`src/include/low_power_consts.svh`:
```
`ifndef LOW_POWER_CONSTS_SVH
`define LOW_POWER_CONSTS_SVH
// oscillator stabilization delay on leaving stop, in internal processor clocks
`define OSC_STAB_CYCLES   4064
`define OSC_STAB_W        12
// bit positions of the timer control bits touched on stop entry
`define TIMER_CTRL_CAPT_IE_BIT 7
`define TIMER_CTRL_CMP_IE_BIT  6
`define TIMER_CTRL_OVF_IE_BIT  5
`define PORT_W            8
`endif

```
`src/include/low_power_pkg.sv`:
```
package low_power_pkg;
    typedef enum logic [2:0] {
        ST_RUN  = 3'b000,
        ST_STOP = 3'b001,
        ST_STAB = 3'b010,
        ST_WAIT = 3'b011
    } mode_e;

    // side effects raised toward the cpu and timer
    typedef struct packed {
        logic clr_i_bit;
        logic set_external_irq_enable;
        logic clr_timer_ie;
        logic clr_timer_pend;
        logic clr_prescaler;
    } side_fx_s;

    // wake sources presented to the block
    typedef struct packed {
        logic irq_pin;
        logic timer_irq;
        logic bus_pin;
    } wake_in_s;
endpackage : low_power_pkg

```
`src/core/port_wake_detect.sv`:
```
`include "low_power_consts.svh"
// falling edge of the and-combined input pins of both ports
module port_wake_detect #(
    parameter int W = `PORT_W
) (
    // clock and reset
    input  wire logic         clk_sys,
    input  wire logic         rst_b,
    // pins and direction
    input  wire logic [W-1:0] port_a_pins,
    input  wire logic [W-1:0] port_c_pins,
    input  wire logic [W-1:0] port_a_direction_reg,
    input  wire logic [W-1:0] port_c_direction_reg,
    // result
    output logic              port_fall
);
    // outputs are masked high so they cannot pull the and low
    wire logic [W-1:0] a_masked = port_a_pins | port_a_direction_reg;
    wire logic [W-1:0] c_masked = port_c_pins | port_c_direction_reg;
    // a held-low input keeps the and low, so later edges are lost
    wire logic         all_high = (&a_masked) & (&c_masked);
    logic              all_high_q;
    wire logic         fall_d   = all_high_q & ~all_high;

    always_ff @(posedge clk_sys or negedge rst_b) begin
        if (!rst_b) begin
            all_high_q <= 1'b1;
            port_fall  <= 1'b0;
        end else begin
            all_high_q <= all_high;
            port_fall  <= fall_d;
        end
    end

    AST_OUTPUT_IGNORED: assert property (@(posedge clk_sys) disable iff (!rst_b)
        (&port_a_direction_reg) && (&port_c_direction_reg) && $stable(port_a_direction_reg)
        && $stable(port_c_direction_reg) |=> !port_fall)
        else $error("output pin raised a port wake");
    AST_FALL_ONLY: assert property (@(posedge clk_sys) disable iff (!rst_b)
        port_fall |-> $past(all_high_q) && !$past(all_high))
        else $error("port wake without falling edge");
endmodule : port_wake_detect

```
`src/core/low_power_mode_control.sv`:
```
// How it works
// - stop executes stop, or resets if disabled
// - stop turns oscillator off, halting watchdog
// - stop entry clears timer pending and enables
// - stop entry clears the timer prescaler
// - stop entry clears I, sets external irq enable
// - stop leaves other state untouched
// - stop wakes on irq, reset, port, bus
// - stop exit waits 4064 clocks for oscillator
// - wait halts cpu clock, timer clocks run
// - wait still allows timer irq, watchdog reset
// - wait instruction clears the I bit
// - wait leaves other state untouched
// - wait wakes on timer, irq, reset, port, bus
// - output-direction port pins never wake
// - port wake on falling edge of and
`include "low_power_consts.svh"
module low_power_mode_control #(
    parameter int STAB_CYCLES = `OSC_STAB_CYCLES,
    parameter int W           = `PORT_W
) (
    // clock and reset
    input  wire logic                    clk_sys,
    input  wire logic                    rst_b,
    // cpu instruction strobes and option
    input  wire logic                    stop_exec,
    input  wire logic                    wait_exec,
    input  wire logic                    stop_option_en,
    // wake sources
    input  wire low_power_pkg::wake_in_s wake_in,
    input  wire logic                    int_reset,
    input  wire logic [W-1:0]            port_a_pins,
    input  wire logic [W-1:0]            port_c_pins,
    input  wire logic [W-1:0]            port_a_direction_reg,
    input  wire logic [W-1:0]            port_c_direction_reg,
    // clock gating
    output logic                         osc_en,
    output logic                         cpu_clk_en,
    output logic                         timer_clk_en,
    output logic                         watchdog_clk_en,
    // side effects and reset request
    output low_power_pkg::side_fx_s      side_fx,
    output logic                         chip_reset_req,
    output logic [2:0]                   mode
);
    low_power_pkg::mode_e state_q, state_d;
    logic [`OSC_STAB_W-1:0] cnt_q, cnt_d;
    logic                   port_fall;

    // state compare shared by the assertions and the cover points
    function automatic logic in_state(input low_power_pkg::mode_e s, input low_power_pkg::mode_e want);
        return s == want;
    endfunction : in_state

    port_wake_detect #(.W(W)) u_port (
        .clk_sys              (clk_sys),
        .rst_b                (rst_b),
        .port_a_pins          (port_a_pins),
        .port_c_pins          (port_c_pins),
        .port_a_direction_reg (port_a_direction_reg),
        .port_c_direction_reg (port_c_direction_reg),
        .port_fall            (port_fall)
    );

    // rising edge of the serial network bus pin
    logic bus_q;
    wire logic bus_rise   = wake_in.bus_pin & ~bus_q;
    // internal reset is itself a wake source; external reset acts via rst_b
    wire logic stop_wake  = wake_in.irq_pin | int_reset | port_fall | bus_rise;
    wire logic wait_wake  = stop_wake | wake_in.timer_irq;
    wire logic go_stop    = stop_exec & stop_option_en;
    wire logic go_reset   = stop_exec & ~stop_option_en;
    wire logic go_wait    = wait_exec & ~stop_exec;
    wire logic [`OSC_STAB_W-1:0] stab_last = (`OSC_STAB_W)'(STAB_CYCLES - 1);
    wire logic in_run     = in_state(state_q, low_power_pkg::ST_RUN);
    wire logic in_stop    = in_state(state_q, low_power_pkg::ST_STOP);
    wire logic in_stab    = in_state(state_q, low_power_pkg::ST_STAB);
    wire logic in_wait    = in_state(state_q, low_power_pkg::ST_WAIT);

    always_comb begin
        state_d = state_q;
        cnt_d   = cnt_q;
        unique case (state_q)
            low_power_pkg::ST_RUN: begin
                if (go_stop) begin
                    state_d = low_power_pkg::ST_STOP;
                end else if (go_wait) begin
                    state_d = low_power_pkg::ST_WAIT;
                end
            end
            low_power_pkg::ST_STOP: begin
                if (stop_wake) begin
                    state_d = low_power_pkg::ST_STAB;
                    cnt_d   = '0;
                end
            end
            low_power_pkg::ST_STAB: begin
                // cpu clock held off until the oscillator has settled
                if (cnt_q == stab_last) begin
                    state_d = low_power_pkg::ST_RUN;
                end else begin
                    cnt_d = cnt_q + 1'b1;
                end
            end
            low_power_pkg::ST_WAIT: begin
                // oscillator never stopped, so no settle time is needed
                if (wait_wake) begin
                    state_d = low_power_pkg::ST_RUN;
                end
            end
            default: state_d = low_power_pkg::ST_RUN;
        endcase
    end

    // side effects pulse once on entry; nothing else is touched
    wire low_power_pkg::side_fx_s fx_d = '{
        clr_i_bit:      (state_q == low_power_pkg::ST_RUN) & (go_stop | go_wait),
        set_external_irq_enable:       (state_q == low_power_pkg::ST_RUN) & go_stop,
        clr_timer_ie:   (state_q == low_power_pkg::ST_RUN) & go_stop,
        clr_timer_pend: (state_q == low_power_pkg::ST_RUN) & go_stop,
        clr_prescaler:  (state_q == low_power_pkg::ST_RUN) & go_stop
    };
    wire logic osc_on   = (state_d != low_power_pkg::ST_STOP);
    wire logic cpu_on   = (state_d == low_power_pkg::ST_RUN);
    wire logic timer_on = (state_d == low_power_pkg::ST_RUN) || (state_d == low_power_pkg::ST_WAIT);

    always_ff @(posedge clk_sys or negedge rst_b) begin
        if (!rst_b) begin
            state_q <= low_power_pkg::ST_RUN;
            cnt_q   <= '0;
            bus_q   <= 1'b0;
        end else begin
            state_q <= state_d;
            cnt_q   <= cnt_d;
            bus_q   <= wake_in.bus_pin;
        end
    end

    // gates are registered so a decode hazard never glitches a clock
    always_ff @(posedge clk_sys or negedge rst_b) begin
        if (!rst_b) begin
            osc_en <= 1'b1;
        end else begin
            osc_en <= osc_on;
        end
    end

    always_ff @(posedge clk_sys or negedge rst_b) begin
        if (!rst_b) begin
            cpu_clk_en <= 1'b1;
        end else begin
            cpu_clk_en <= cpu_on;
        end
    end

    always_ff @(posedge clk_sys or negedge rst_b) begin
        if (!rst_b) begin
            timer_clk_en <= 1'b1;
        end else begin
            timer_clk_en <= timer_on;
        end
    end

    // watchdog shares the timer gate, so it can still bite in wait
    always_ff @(posedge clk_sys or negedge rst_b) begin
        if (!rst_b) begin
            watchdog_clk_en <= 1'b1;
        end else begin
            watchdog_clk_en <= timer_on;
        end
    end

    always_ff @(posedge clk_sys or negedge rst_b) begin
        if (!rst_b) begin
            side_fx <= '0;
        end else begin
            side_fx <= fx_d;
        end
    end

    always_ff @(posedge clk_sys or negedge rst_b) begin
        if (!rst_b) begin
            chip_reset_req <= 1'b0;
        end else begin
            chip_reset_req <= go_reset && in_run;
        end
    end

    always_ff @(posedge clk_sys or negedge rst_b) begin
        if (!rst_b) begin
            mode <= 3'h0;
        end else begin
            mode <= state_d;
        end
    end

    AST_STOP_ENTRY: assert property (@(posedge clk_sys) disable iff (!rst_b)
        state_q == low_power_pkg::ST_RUN && go_stop |=> !osc_en && !watchdog_clk_en)
        else $error("stop did not halt oscillator");
    AST_STOP_RESET: assert property (@(posedge clk_sys) disable iff (!rst_b)
        state_q == low_power_pkg::ST_RUN && go_reset |=> chip_reset_req && cpu_clk_en)
        else $error("disabled stop did not reset");
    AST_STOP_FX: assert property (@(posedge clk_sys) disable iff (!rst_b)
        state_q == low_power_pkg::ST_RUN && go_stop |=> side_fx == 5'h1F ##1 side_fx == 5'h00)
        else $error("stop side effects wrong");
    AST_STOP_HOLD: assert property (@(posedge clk_sys) disable iff (!rst_b)
        state_q == low_power_pkg::ST_STOP && !stop_wake |=> state_q == low_power_pkg::ST_STOP)
        else $error("stop left without wake");
    AST_STAB_DELAY: assert property (@(posedge clk_sys) disable iff (!rst_b)
        state_q == low_power_pkg::ST_STAB && cnt_q == '0 |-> !cpu_clk_en throughout
        (state_q == low_power_pkg::ST_STAB)[*8])
        else $error("cpu clock resumed early");
    AST_STAB_END: assert property (@(posedge clk_sys) disable iff (!rst_b)
        state_q == low_power_pkg::ST_STAB && cnt_q == stab_last |=> cpu_clk_en && osc_en)
        else $error("stabilization end wrong");
    AST_WAIT_CLOCKS: assert property (@(posedge clk_sys) disable iff (!rst_b)
        state_q == low_power_pkg::ST_RUN && go_wait |=> !cpu_clk_en && timer_clk_en
        && side_fx.clr_i_bit && !side_fx.set_external_irq_enable)
        else $error("wait entry wrong");
    AST_WAIT_WAKE: assert property (@(posedge clk_sys) disable iff (!rst_b)
        state_q == low_power_pkg::ST_WAIT && wake_in.timer_irq |=> cpu_clk_en)
        else $error("wait wake delayed");
    AST_STOP_CLOCKS_OFF: assert property (@(posedge clk_sys) disable iff (!rst_b)
        in_stop |-> !osc_en && !cpu_clk_en && !timer_clk_en && !watchdog_clk_en)
        else $error("clock running in stop");
    AST_STOP_EXTERNAL_IRQ_ENABLE: assert property (@(posedge clk_sys) disable iff (!rst_b)
        in_run && go_stop |=> side_fx.set_external_irq_enable && side_fx.clr_i_bit)
        else $error("stop entry left irq mask");
    AST_STOP_PRESCALER: assert property (@(posedge clk_sys) disable iff (!rst_b)
        in_run && go_stop |=> side_fx.clr_prescaler)
        else $error("prescaler not cleared on stop");
    AST_STOP_TIMER_FX: assert property (@(posedge clk_sys) disable iff (!rst_b)
        in_run && go_stop |=> side_fx.clr_timer_ie && side_fx.clr_timer_pend)
        else $error("timer irq not cleared on stop");
    AST_STOP_WINS: assert property (@(posedge clk_sys) disable iff (!rst_b)
        in_run && stop_exec && wait_exec && stop_option_en |=> in_stop)
        else $error("wait beat stop");
    AST_RESET_NO_STOP: assert property (@(posedge clk_sys) disable iff (!rst_b)
        in_run && go_reset |=> in_run)
        else $error("disabled stop entered stop");
    AST_FX_ONLY_ENTRY: assert property (@(posedge clk_sys) disable iff (!rst_b)
        !in_run |=> side_fx == '0)
        else $error("side effect outside entry");
    AST_IRQ_WAKE: assert property (@(posedge clk_sys) disable iff (!rst_b)
        in_stop && wake_in.irq_pin |=> in_stab && cnt_q == '0)
        else $error("irq did not wake stop");
    AST_PORT_WAKE: assert property (@(posedge clk_sys) disable iff (!rst_b)
        in_stop && port_fall |=> in_stab)
        else $error("port edge did not wake stop");
    AST_BUS_WAKE: assert property (@(posedge clk_sys) disable iff (!rst_b)
        in_stop && bus_rise |=> in_stab)
        else $error("bus edge did not wake stop");
    AST_STAB_COUNT: assert property (@(posedge clk_sys) disable iff (!rst_b)
        in_stab && cnt_q != stab_last |=> in_stab && cnt_q == $past(cnt_q) + 1'b1)
        else $error("settle counter skipped");
    AST_STAB_RANGE: assert property (@(posedge clk_sys) disable iff (!rst_b)
        in_stab |-> cnt_q <= stab_last)
        else $error("settle counter overran");
    AST_STAB_GATES: assert property (@(posedge clk_sys) disable iff (!rst_b)
        in_stab |-> !cpu_clk_en && osc_en)
        else $error("gates wrong while settling");
    AST_WAIT_TIMERS: assert property (@(posedge clk_sys) disable iff (!rst_b)
        in_wait |-> !cpu_clk_en && timer_clk_en && watchdog_clk_en && osc_en)
        else $error("gates wrong in wait");
    AST_WAIT_FX: assert property (@(posedge clk_sys) disable iff (!rst_b)
        in_run && go_wait |=> side_fx == 5'h10)
        else $error("wait touched more than the mask");
    AST_WAIT_HOLD: assert property (@(posedge clk_sys) disable iff (!rst_b)
        in_wait && !wait_wake |=> in_wait)
        else $error("wait left without wake");
    AST_WAIT_ANY_WAKE: assert property (@(posedge clk_sys) disable iff (!rst_b)
        in_wait && wait_wake |=> in_run && cpu_clk_en)
        else $error("wait wake missed");
    AST_WAIT_INT_RESET: assert property (@(posedge clk_sys) disable iff (!rst_b)
        in_wait && int_reset |=> in_run)
        else $error("internal reset did not wake wait");
    AST_RUN_CLOCKS: assert property (@(posedge clk_sys) disable iff (!rst_b)
        in_run |-> cpu_clk_en && timer_clk_en && watchdog_clk_en && osc_en)
        else $error("clock gated in run");

    COV_STOP: cover property (@(posedge clk_sys) state_q == low_power_pkg::ST_STOP ##1
        state_q == low_power_pkg::ST_STAB);
    COV_WAIT: cover property (@(posedge clk_sys) state_q == low_power_pkg::ST_WAIT ##1
        state_q == low_power_pkg::ST_RUN);
    COV_RESET: cover property (@(posedge clk_sys) chip_reset_req);
    COV_PORT_WAKE: cover property (@(posedge clk_sys) in_wait && port_fall);
    COV_BUS_WAKE: cover property (@(posedge clk_sys) in_wait && bus_rise);
endmodule : low_power_mode_control

```
`config.mk`:
```
export PLATFORM = sky130hd
export DESIGN_NAME = low_power_mode_control
export DESIGN_NICKNAME = d
export VERILOG_FILES = /design/src/include/low_power_pkg.sv /design/src/core/port_wake_detect.sv /design/src/core/low_power_mode_control.sv
export VERILOG_INCLUDE_DIRS = /design/src /design/src/include
export SDC_FILE = /design/constraint.sdc
export NUM_CORES = 1
export LEC_CHECK = 0
export ABC_AREA = 1
export BUFFER_PORTS_ARGS = -buffer_cell sky130_fd_sc_hd__buf_2
export CAP_MARGIN = 20
export CORE_MARGIN = 5
export CORE_UTILIZATION = 40
export CTS_BUF_LIST = sky130_fd_sc_hd__clkbuf_2
export DETAILED_ROUTE_END_ITERATION = 10
export GPL_TIMING_DRIVEN = 0
export PLACE_DENSITY = 0.65
export SETUP_SLACK_MARGIN = 0.2
export SLEW_MARGIN = 20
export SYNTH_ARGS = -nofsm -noshare
export SYNTH_HDL_FRONTEND = slang
export SYNTH_SLANG_ARGS = --single-unit
```
`constraint.sdc`:
```
create_clock -name clk_sys -period 2 [get_ports clk_sys]
set_clock_uncertainty 0.15 [all_clocks]
set_input_delay 0.4 -clock clk_sys [delete_from_list [all_inputs] [get_ports clk_sys]]
set_output_delay 0.4 -clock clk_sys [all_outputs]
set_load 0.05 [all_outputs]
```
**After elaboration in Yosys (flattened, before gate mapping)**

Cells that the tools add are included.

- Add/subtract/negate cells: 1
- Multiply operators: 0
- Div/mod/pow operators: 0
- Order comparisons: 0
- Equal/unequal tests: 8
- Shift operators: 0
- Muxes and demuxes: 9
- Bitwise operators: 19
- Reduce and logical (&&, ||, !) cells: 8

Operator list:

| kind | number |
|---|---|
| $mux 12 | 2 |
| $pmux 12 s2 | 1 |
| $or 8x8->8 | 2 |
| $reduce_and 8->1 | 2 |
| $mux 3 | 5 |
| $add 12x1->12 const B | 1 |
| $eq 12x12->1 const B | 1 |
| $pmux 3 s4 | 1 |
| $eq 3x2->1 const B | 3 |
| $and 1x1->1 | 8 |
| $logic_not 3->1 | 2 |
| $or 1x1->1 | 5 |
| $ne 2x2->1 const B | 2 |
| $not 1->1 | 4 |
| $eq 3x1->1 const B | 1 |
| $ne 3x1->1 const B | 1 |
| $reduce_and 3->1 | 1 |
| $reduce_bool 2->1 | 1 |
| $logic_and 1x1->1 | 1 |
| $logic_or 1x1->1 | 1 |

- Bits in registers: 24
- Latch bits: 0
- RAM bits: 0
- Bits in read-only memories: 0
- Output and inout port bits: 13
- Word-level logic and storage cells: 56
- Memories kept: 0

**Depth between registers and ports, before layout**

Gate-level depths: netlist of run 1.

- Word-level depth: 8
- Gate-level depth with buffers: 9

**Hierarchy**

A second synthesis of run 1 with hierarchy kept.

- Cell total of the unflattened synthesis: 226
- Area total of the unflattened synthesis: 1501.4 um2

Modules (own cells, without submodules):

| module | times used | cells each | area each (um2) | sequential area each (um2) |
|---|---|---|---|---|
| low_power_mode_control | 1 | 162 | 1213.7 | 554.3 |
| port_wake_detect | 1 | 64 | 287.8 | 51.3 |

**Worst setup path before layout of run 1**

OpenSTA, ideal clock, no wires.

- Path kind: register to register
- Start: register mode[1] (netlist name)
- End: register cnt_q[3]
- Data arrival time: 1517 ps
- Required time: 1767 ps
- Slack: 250 ps
- Stages on the path, launching flop included: 8
- Path buffers: 1
- Period minus slack after synthesis: 1750 ps
- Path through: dfrtp_1 -> inv_1 -> nor3_4 -> buf_6 -> inv_1 -> nor3b_1 -> nand2_1 -> o21ai_0

RTL lines:

| item | RTL line | text |
|---|---|---|
| to (signal assigned) | low_power_mode_control.sv:134 | `cnt_q <= cnt_d;` |
| to (decl) | low_power_mode_control.sv:47 | `` logic [`OSC_STAB_W-1:0] cnt_q, cnt_d; `` |

**Final worst setup path of run 1**

- Start: input port wake_in[0] (netlist bit)
- End: register cnt_q[2]

- Cells in the longest elaborated chain, start to end: 4

RTL lines:

| item | RTL line | text |
|---|---|---|
| from (decl) | low_power_mode_control.sv:30 | `input wire low_power_pkg::wake_in_s wake_in,` |
| $and 1x1->1 | low_power_mode_control.sv:67 | `wire logic bus_rise = wake_in.bus_pin & ~bus_q;` |
| $or 1x1->1 | low_power_mode_control.sv:69 | `wire logic stop_wake = wake_in.irq_pin \| int_reset \| port_fall \| bus_rise;` |
| $ne 2x2->1 (no line) | -- |  |
| $reduce_and 3->1 (no line) | -- |  |

No other way between the ends.
A chain may end at the register's enable or synchronous reset.

==> impl_metrics.json, run 1 <==
{
  "switchingPower_mw": 0.484,
  "drtPass1Iterations": 4,
  "hold_class": "in2reg",
  "ir_drop_uv": 354,
  "fin_crit_sh_pct": 85.8,
  "path_max_fanout": 5,
  "fmax_ghz": 0.583,
  "die_area_sq_um": 4790,
  "num_vias": 1318,
  "overflow": 0,
  "syn_inst": 186,
  "nFillCells": 337,
  "clk_latency_ns": 0.35,
  "cp_common_cell": "nand2_1",
  "drv_slew": 0,
  "combinationalPowerShare_pct": 32.0,
  "cts_max_level": 1,
  "hold_path_end": "chip_reset_req",
  "crit_path_top_delay_cell": "dlygate4sd3_1",
  "drt-initial-drc-count": 41,
  "grt_pass1_vias": 1322,
  "crit_type": "in2reg",
  "num_antenna_cells": 0,
  "power.share.clock_pct": 23.4,
  "layout_commonest_cell": "buf_2",
  "ff2ff_path_depth": 8,
  "clk_path_buf_depth": 2,
  "max_cap_viol_count": 0,
  "max-slew-margin-rel_pct": 65.2,
  "syn_nets": 228,
  "area_growth_pct": 32.6,
  "rows": 21,
  "path_cells": "dlygate4sd3_1 -> buf_2 -> nand2_1 -> nand3_2 -> nand2_2 -> inv_1 -> a21oi_4 -> buf_6 -> nand2_1 -> o21ai_2",
  "worst-r2r-setup-slack_ns": 0.32,
  "critPathCaptureType": "flop",
  "clkSinkCount": 24,
  "fin_setup_tns_ns": 0,
  "synth_area_per_cell_sq_um": 7.53,
  "detailed_place_hpwl_mm": 2.33,
  "wl_mm": 2.93,
  "layout-drive-gt1-share_pct": 36.5,
  "vias_per_cell": 4.47,
  "die_h_um": 69.2,
  "worst_slew_pin_slew_ns": 0.521,
  "coreArea_sq_um": 3360,
  "nets": 292,
  "multi_input_area_sq_um": 687,
  "start_kind": "primary input",
  "start_util_pct": 41.7,
  "synth_seq_cells": 24,
  "power.density_nw_per_um2": 744,
  "layout_common_cells": "buf_2 (52), nand2_1 (46), nor2_1 (34)",
  "outcome": "finished clean",
  "cts.clk_slew.worst_paths_ns": 0.24,
  "r2r-end": "cnt_q[2]",
  "crit_arrival_ns": 1.88,
  "gp_congestion": 0.799,
  "syn_area_sq_um": 1400,
  "ioPinCount": 54,
  "cts_tree": "built",
  "power.internal_mw": 0.899,
  "power_leakage_nw": 0.960,
  "r2r-start": "cnt_q[1]",
  "portBuffers": 53,
  "grt_pass1_wl_mm": 5.30,
  "slowest_delay_ns": 0.53,
  "final_antenna_net_count": 0,
  "yosysWarnings": 0,
  "cts_made_buffers": 3,
  "holdPathStages": 2,
  "antenna_found_initial": 0,
  "grt_max_degree": 25,
  "rsz0062_at_grt": "no",
  "period_needed_ns": 1.72,
  "regArea_sq_um": 606,
  "p_seq_share_pct": 44.7,
  "min_from": "stop_option_en",
  "setup_viol": 0,
  "yosysSeqAreaShare_pct": 43.2,
  "hold_viol_final": 0,
  "critPathRequiredTime_ns": 2.16,
  "synth_cell_types": 30,
  "cts.root.buffer_cell": "clkbuf_2",
  "grt_usage_pct": 13.0,
  "die_x_um": 69.2,
  "power_mw": 1.38,
  "swShare_pct": 35.0,
  "wire_per_inst_um": 9.94,
  "drc_errors": 0
}
## cells by family after synthesis
kind of cell	after synthesis	synth area share [%]
other cells	1	0.268
xor+xnor	2	1.25
simple gates	119	38.9
buf+inv	28	9.73
compound gates	11	5.71
fa+ha+maj	1	0.893
flops	24	43.2
## cell usage after synthesis
cell      count  share of area [%]
o21ai_2       3                1.9
nand2_1      48                 13
nand2_2       1               0.45
inv_1        21                5.6
o21ai_1       1               0.36
and2_2        1               0.54
ha_1          1               0.89
nand3_2       2                1.4
a21oi_1       1               0.36
clkinv_2      1               0.36
xnor2_1       1               0.63
nor3_4        1                1.2
o21ai_0       4                1.4
or2_2         4                1.8
nor2_1       34                9.1
nand4_1       5                2.2
o21bai_1      1               0.54
xor2_1        1               0.63
dfstp_2       4                7.5
nand3b_1      1               0.54
nand3_1      13                4.6
buf_6         2                1.6
nor3_2        1               0.71
conb_1        1               0.27
dfrtp_1      20                 36
buf_4         4                2.1
nor3b_1       3                1.6
a21oi_4       1                1.2
nor3_1        4                1.4
nor2_2        1               0.45
## per-stage QoR
stage	std cells	setup WS (ns)	utilization [%]	hold slack, ns	area, sq um
4_1_cts	291	0.205	53.3	0.0266	1790
5_1_grt	295	0.193	55.2	0.0302	1860
3_3_place_gp	285	0.245	51.3	0.267	1720
2_1_floorplan	186	0.250	-	-0.0456	1400
6_report	295	0.284	55.2	0.0551	1860
3_5_place_dp	285	0.238	51.3	0.259	1720
## layout make-up
| type | count | share of cell area, % |
|---|---|---|
| plain buffers | 6 | 2.83 |
| repair buffers | 59 | 17.5 |
| clock inverters | 1 | 1.62 |
| multi-input cells | 134 | 37.0 |
| inverters | 22 | 4.58 |
| well taps | 46 | 3.10 |
| clock buffers | 3 | 0.808 |
| flip-flops and latches | 24 | 32.6 |
## power groups by stage
stage	combinational, mW	sequential (mW)	clock, mW
floorplan	0.202	0.700	0
global placement	0.391	0.626	0
detailed placement	0.396	0.627	0
CTS	0.402	0.618	0.332
global route	0.497	0.629	0.343
finish	0.442	0.618	0.323
## layer usage
| layer | routed length [um] | share of wire (%) | up-vias | global-route usage (%) |
|---|---|---|---|---|
| li1 | - | - | 709 | - |
| met1 | 1370 | 47 | 566 | 16.7 |
| met2 | 1340 | 46 | 38 | 21.7 |
| met3 | 176 | 6.0 | 5 | 2.03 |
| met4 | 49 | 1.7 | 0 | 5.21 |
| met5 | 0 | 0 | - | 0 |
## state kept, by name (all words and copies together), names as in the netlist
name,count
bus_q,1
chip_reset_req,1
cnt_q,12
cpu_clk_en,1
mode,3
osc_en,1
side_fx,2
u_port.all_high_q,1
u_port.port_fall,1
watchdog_clk_en,1
## critical path: cells and delay by family
kind / cells / cell delay, ns
buf+inv: 4 / 0.88
simple gates: 4 / 0.34
compound gates: 2 / 0.25
## worst max-delay path by stage
stage	to	slack, ns	from	cells after the start
after detailed placement	cnt_q[3]	0.24	cnt_q[1]	8
after global routing	cnt_q[11]	0.19	cnt_q[5]	8
after global placement	cnt_q[3]	0.24	cnt_q[1]	8
final	cnt_q[2]	0.28	wake_in[0]	10
after CTS	cnt_q[4]	0.21	cnt_q[1]	7
after floorplan	cnt_q[3]	0.25	mode[1]	7
## what timing repair did
item | CTS | global route
resized for setup | 1 | 12
endpoints found under the hold margin | 21 | 0
hold buffers | 2 | 0
pin swaps | 0 | 2
setup endpoints to repair | 1 | 14
buffers inserted | 0 | 3
gates cloned | 0 | 1
Note: power is estimated with default switching activity, not from simulation.
==> inputs of run 2 (changes only) <==
SYNTH_HIERARCHICAL = 1   (was unset)
==> impl_metrics.json, run 2 <==
{
  "outcome": "finished clean",
  "ff2ff_path_depth": 7,
  "hold_viol_final": 0,
  "synthFlopType": "dfrtp_1",
  "synth.most_common_cell": "nand2_1",
  "ir_drop_uv": 227,
  "layout_common_cells": "nand2_1 (73), inv_1 (54), buf_2 (52)",
  "synth-edff-count": 0,
  "r2r-end": "cnt_q[0]",
  "endpoint": "timer_clk_en",
  "multi_input_area_sq_um": 656,
  "nFillCells": 391,
  "yosysWarnings": 6,
  "critPathRequiredTime_ns": 1.45,
  "cts_max_level": 1,
  "ioPinCount": 54,
  "synthTopCellsByCount": "nand2_1 (73), inv_1 (54), dfrtp_1 (20), nand3_1 (19), nor2_1 (19)",
  "synth_area_per_cell_sq_um": 6.64,
  "syn_area_sq_um": 1500,
  "cts_tree": "built",
  "crit_path_top_delay_cell": "dfstp_2",
  "path_max_fanout": 2,
  "die_h_um": 71.3,
  "post-route-cell-area_sq_um": 1930,
  "synth_cell_types": 26,
  "clk_path_buf_depth": 2,
  "synthSimpleGateAreaFrac_pct": 35.3,
  "setup_viol": 0,
  "start_util_pct": 41.0,
  "synth_top_family_by_area": "simple AND/OR/NAND/NOR gates",
  "path_cells": "clkbuf_4",
  "largest_register": "cnt_q",
  "synth_area_leaders": "dfrtp_1 (33%), nand2_1 (18%), inv_1 (14%)",
  "slowest_delay_ns": 0.59,
  "max_cap_viol_count": 0,
  "drc_errors": 0,
  "cp.depth": 1,
  "antenna_found_initial": 0,
  "worst-r2r-setup-slack_ns": 0.30,
  "yosysTopAreaCell": "dfrtp_1",
  "synth-xor-area-share_pct": 0.583,
  "num_vias": 1477,
  "cts_made_buffers": 3,
  "power_leakage_nw": 1.15,
  "drt-initial-drc-count": 67,
  "crit_arrival_ns": 1.16,
  "r2r-start": "cnt_q[0]",
  "synth_fa_ha_area_share_pct": 0.833,
  "final_antenna_net_count": 0,
  "crit_type": "reg2out",
  "portBuffers": 53,
  "synth_async_sr_flop_share_pct": 100,
  "cts.root.buffer_cell": "clkbuf_2",
  "fin_crit_sh_pct": 85.4,
  "synth_compound_area_share_pct": 5.83,
  "drtPass1Iterations": 4,
  "power.share.clock_pct": 14.8,
  "rsz0062_at_grt": "yes",
  "layout-drive-gt1-share_pct": 27.7,
  "layout_commonest_cell": "nand2_1",
  "die_area_sq_um": 5080,
  "largest_reg_flops": 12,
  "power.internal_mw": 0.774,
  "nets": 332,
  "worst_slew_pin_slew_ns": 0.538,
  "wire_per_inst_um": 9.17,
  "synthMuxAreaShare_pct": 0,
  "max-slew-margin-rel_pct": 64.1,
  "clk_latency_ns": 0.34,
  "gp_congestion": 0.830,
  "swShare_pct": 38.3,
  "rows": 22,
  "syn_nets": 268,
  "hold_class": "in2reg",
  "cp-startpoint": "watchdog_clk_en",
  "p_seq_share_pct": 48.7,
  "grt_pass1_wl_mm": 5.25,
  "detailed_place_hpwl_mm": 2.52,
  "vias_per_cell": 4.38,
  "start_kind": "flop",
  "fmax_ghz": 0.585,
  "fin_cells": 337,
  "grt_pass1_vias": 1272,
  "syn_inst": 226,
  "wl_mm": 3.09,
  "fin_setup_tns_ns": 0,
  "dp_cells": 327,
  "yosys.area.top_type_share_pct": 33.3,
  "post_dp_cell_area_sq_um": 1830,
  "drv_slew": 0,
  "overflow": 0,
  "power.density_nw_per_um2": 651,
  "grt_max_degree": 25,
  "yosysSeqAreaShare_pct": 40.3,
  "clkSinkCount": 24,
  "cp_num_buf_inv": 1,
  "critPathCaptureType": "primary output",
  "die_x_um": 71.3,
  "period_needed_ns": 1.71,
  "switchingPower_mw": 0.480,
  "area_growth_pct": 28.3,
  "cp_top_family": "flip-flops",
  "regArea_sq_um": 607,
  "synth_seq_cells": 24,
  "combinationalPowerShare_pct": 36.5,
  "num_antenna_cells": 0,
  "top_regs": "cnt_q (12), mode (3), side_fx (2)",
  "cts.clk_slew.worst_paths_ns": 0.23,
  "grt_usage_pct": 12.8,
  "coreArea_sq_um": 3660
}
-- run 2: timing repair --
action / in CTS / in global routing
hold buffers: 1 / 1
buffers inserted: 0 / 4
gates resized for setup: 3 / 5
endpoints found under the hold margin: 20 / 1
cloned: 0 / 0
setup endpoints to repair: 16 / 17
pin swaps: 0 / 1
-- run 2: power groups by stage --
stage	sequential, mW	clock, mW	combinational, mW
after CTS	0.612	0.197	0.400
final	0.611	0.185	0.458
after global placement	0.615	0	0.389
after detailed placement	0.618	0	0.392
after global routing	0.623	0.221	0.505
after floorplan	0.691	0	0.195
-- run 2: metal layers --
| layer | up-vias | share of wire [%] | GRT usage [%] |
|---|---|---|---|
| li1 | 794 | - | - |
| met1 | 635 | 44 | 15.6 |
| met2 | 46 | 47 | 21.6 |
| met3 | 2 | 7.2 | 2.38 |
| met4 | 0 | 1.2 | 6.26 |
| met5 | - | 0 | 0 |
-- run 2: logic make-up after synthesis --
logic type / count (synthesis)
buffers and inverters: 61
AO/OA/AOI/OAI: 14
flip-flops: 24
XOR/XNOR: 1
AND/OR/NAND/NOR: 124
other: 1
adder cells (fa/ha/maj): 1
-- run 2: cell type report --
type	instances	area share, %
clock inverters	1	0.195
clock buffers	3	0.780
inverters	55	10.7
multi-input cells	141	34.0
well taps	48	3.12
flip-flops and latches	24	31.5
plain buffers	6	2.60
repair buffers	59	17.0
-- run 2: metrics by stage --
step	utilization [%]	total power, mW	setup WS (ns)	hold WS [ns]
finish	52.6	1.25	0.292	0.0652
global route	52.6	1.35	0.193	0.00307
CTS	50.9	1.21	0.212	0.00419
detailed placement	49.9	1.01	0.128	0.263
global placement	49.9	1.00	0.130	0.261
floorplan	-	0.886	0.321	-0.0456
-- run 2: how the worst min path moves through the flow --
stage	from	end	cells after the start
after floorplan	rst_b	bus_q	0
after global placement	rst_b	cnt_q[8]	1
after detailed placement	rst_b	cnt_q[8]	1
after CTS	wake_in[0]	bus_q	1
after global routing	stop_option_en	chip_reset_req	2
final	stop_option_en	chip_reset_req	2
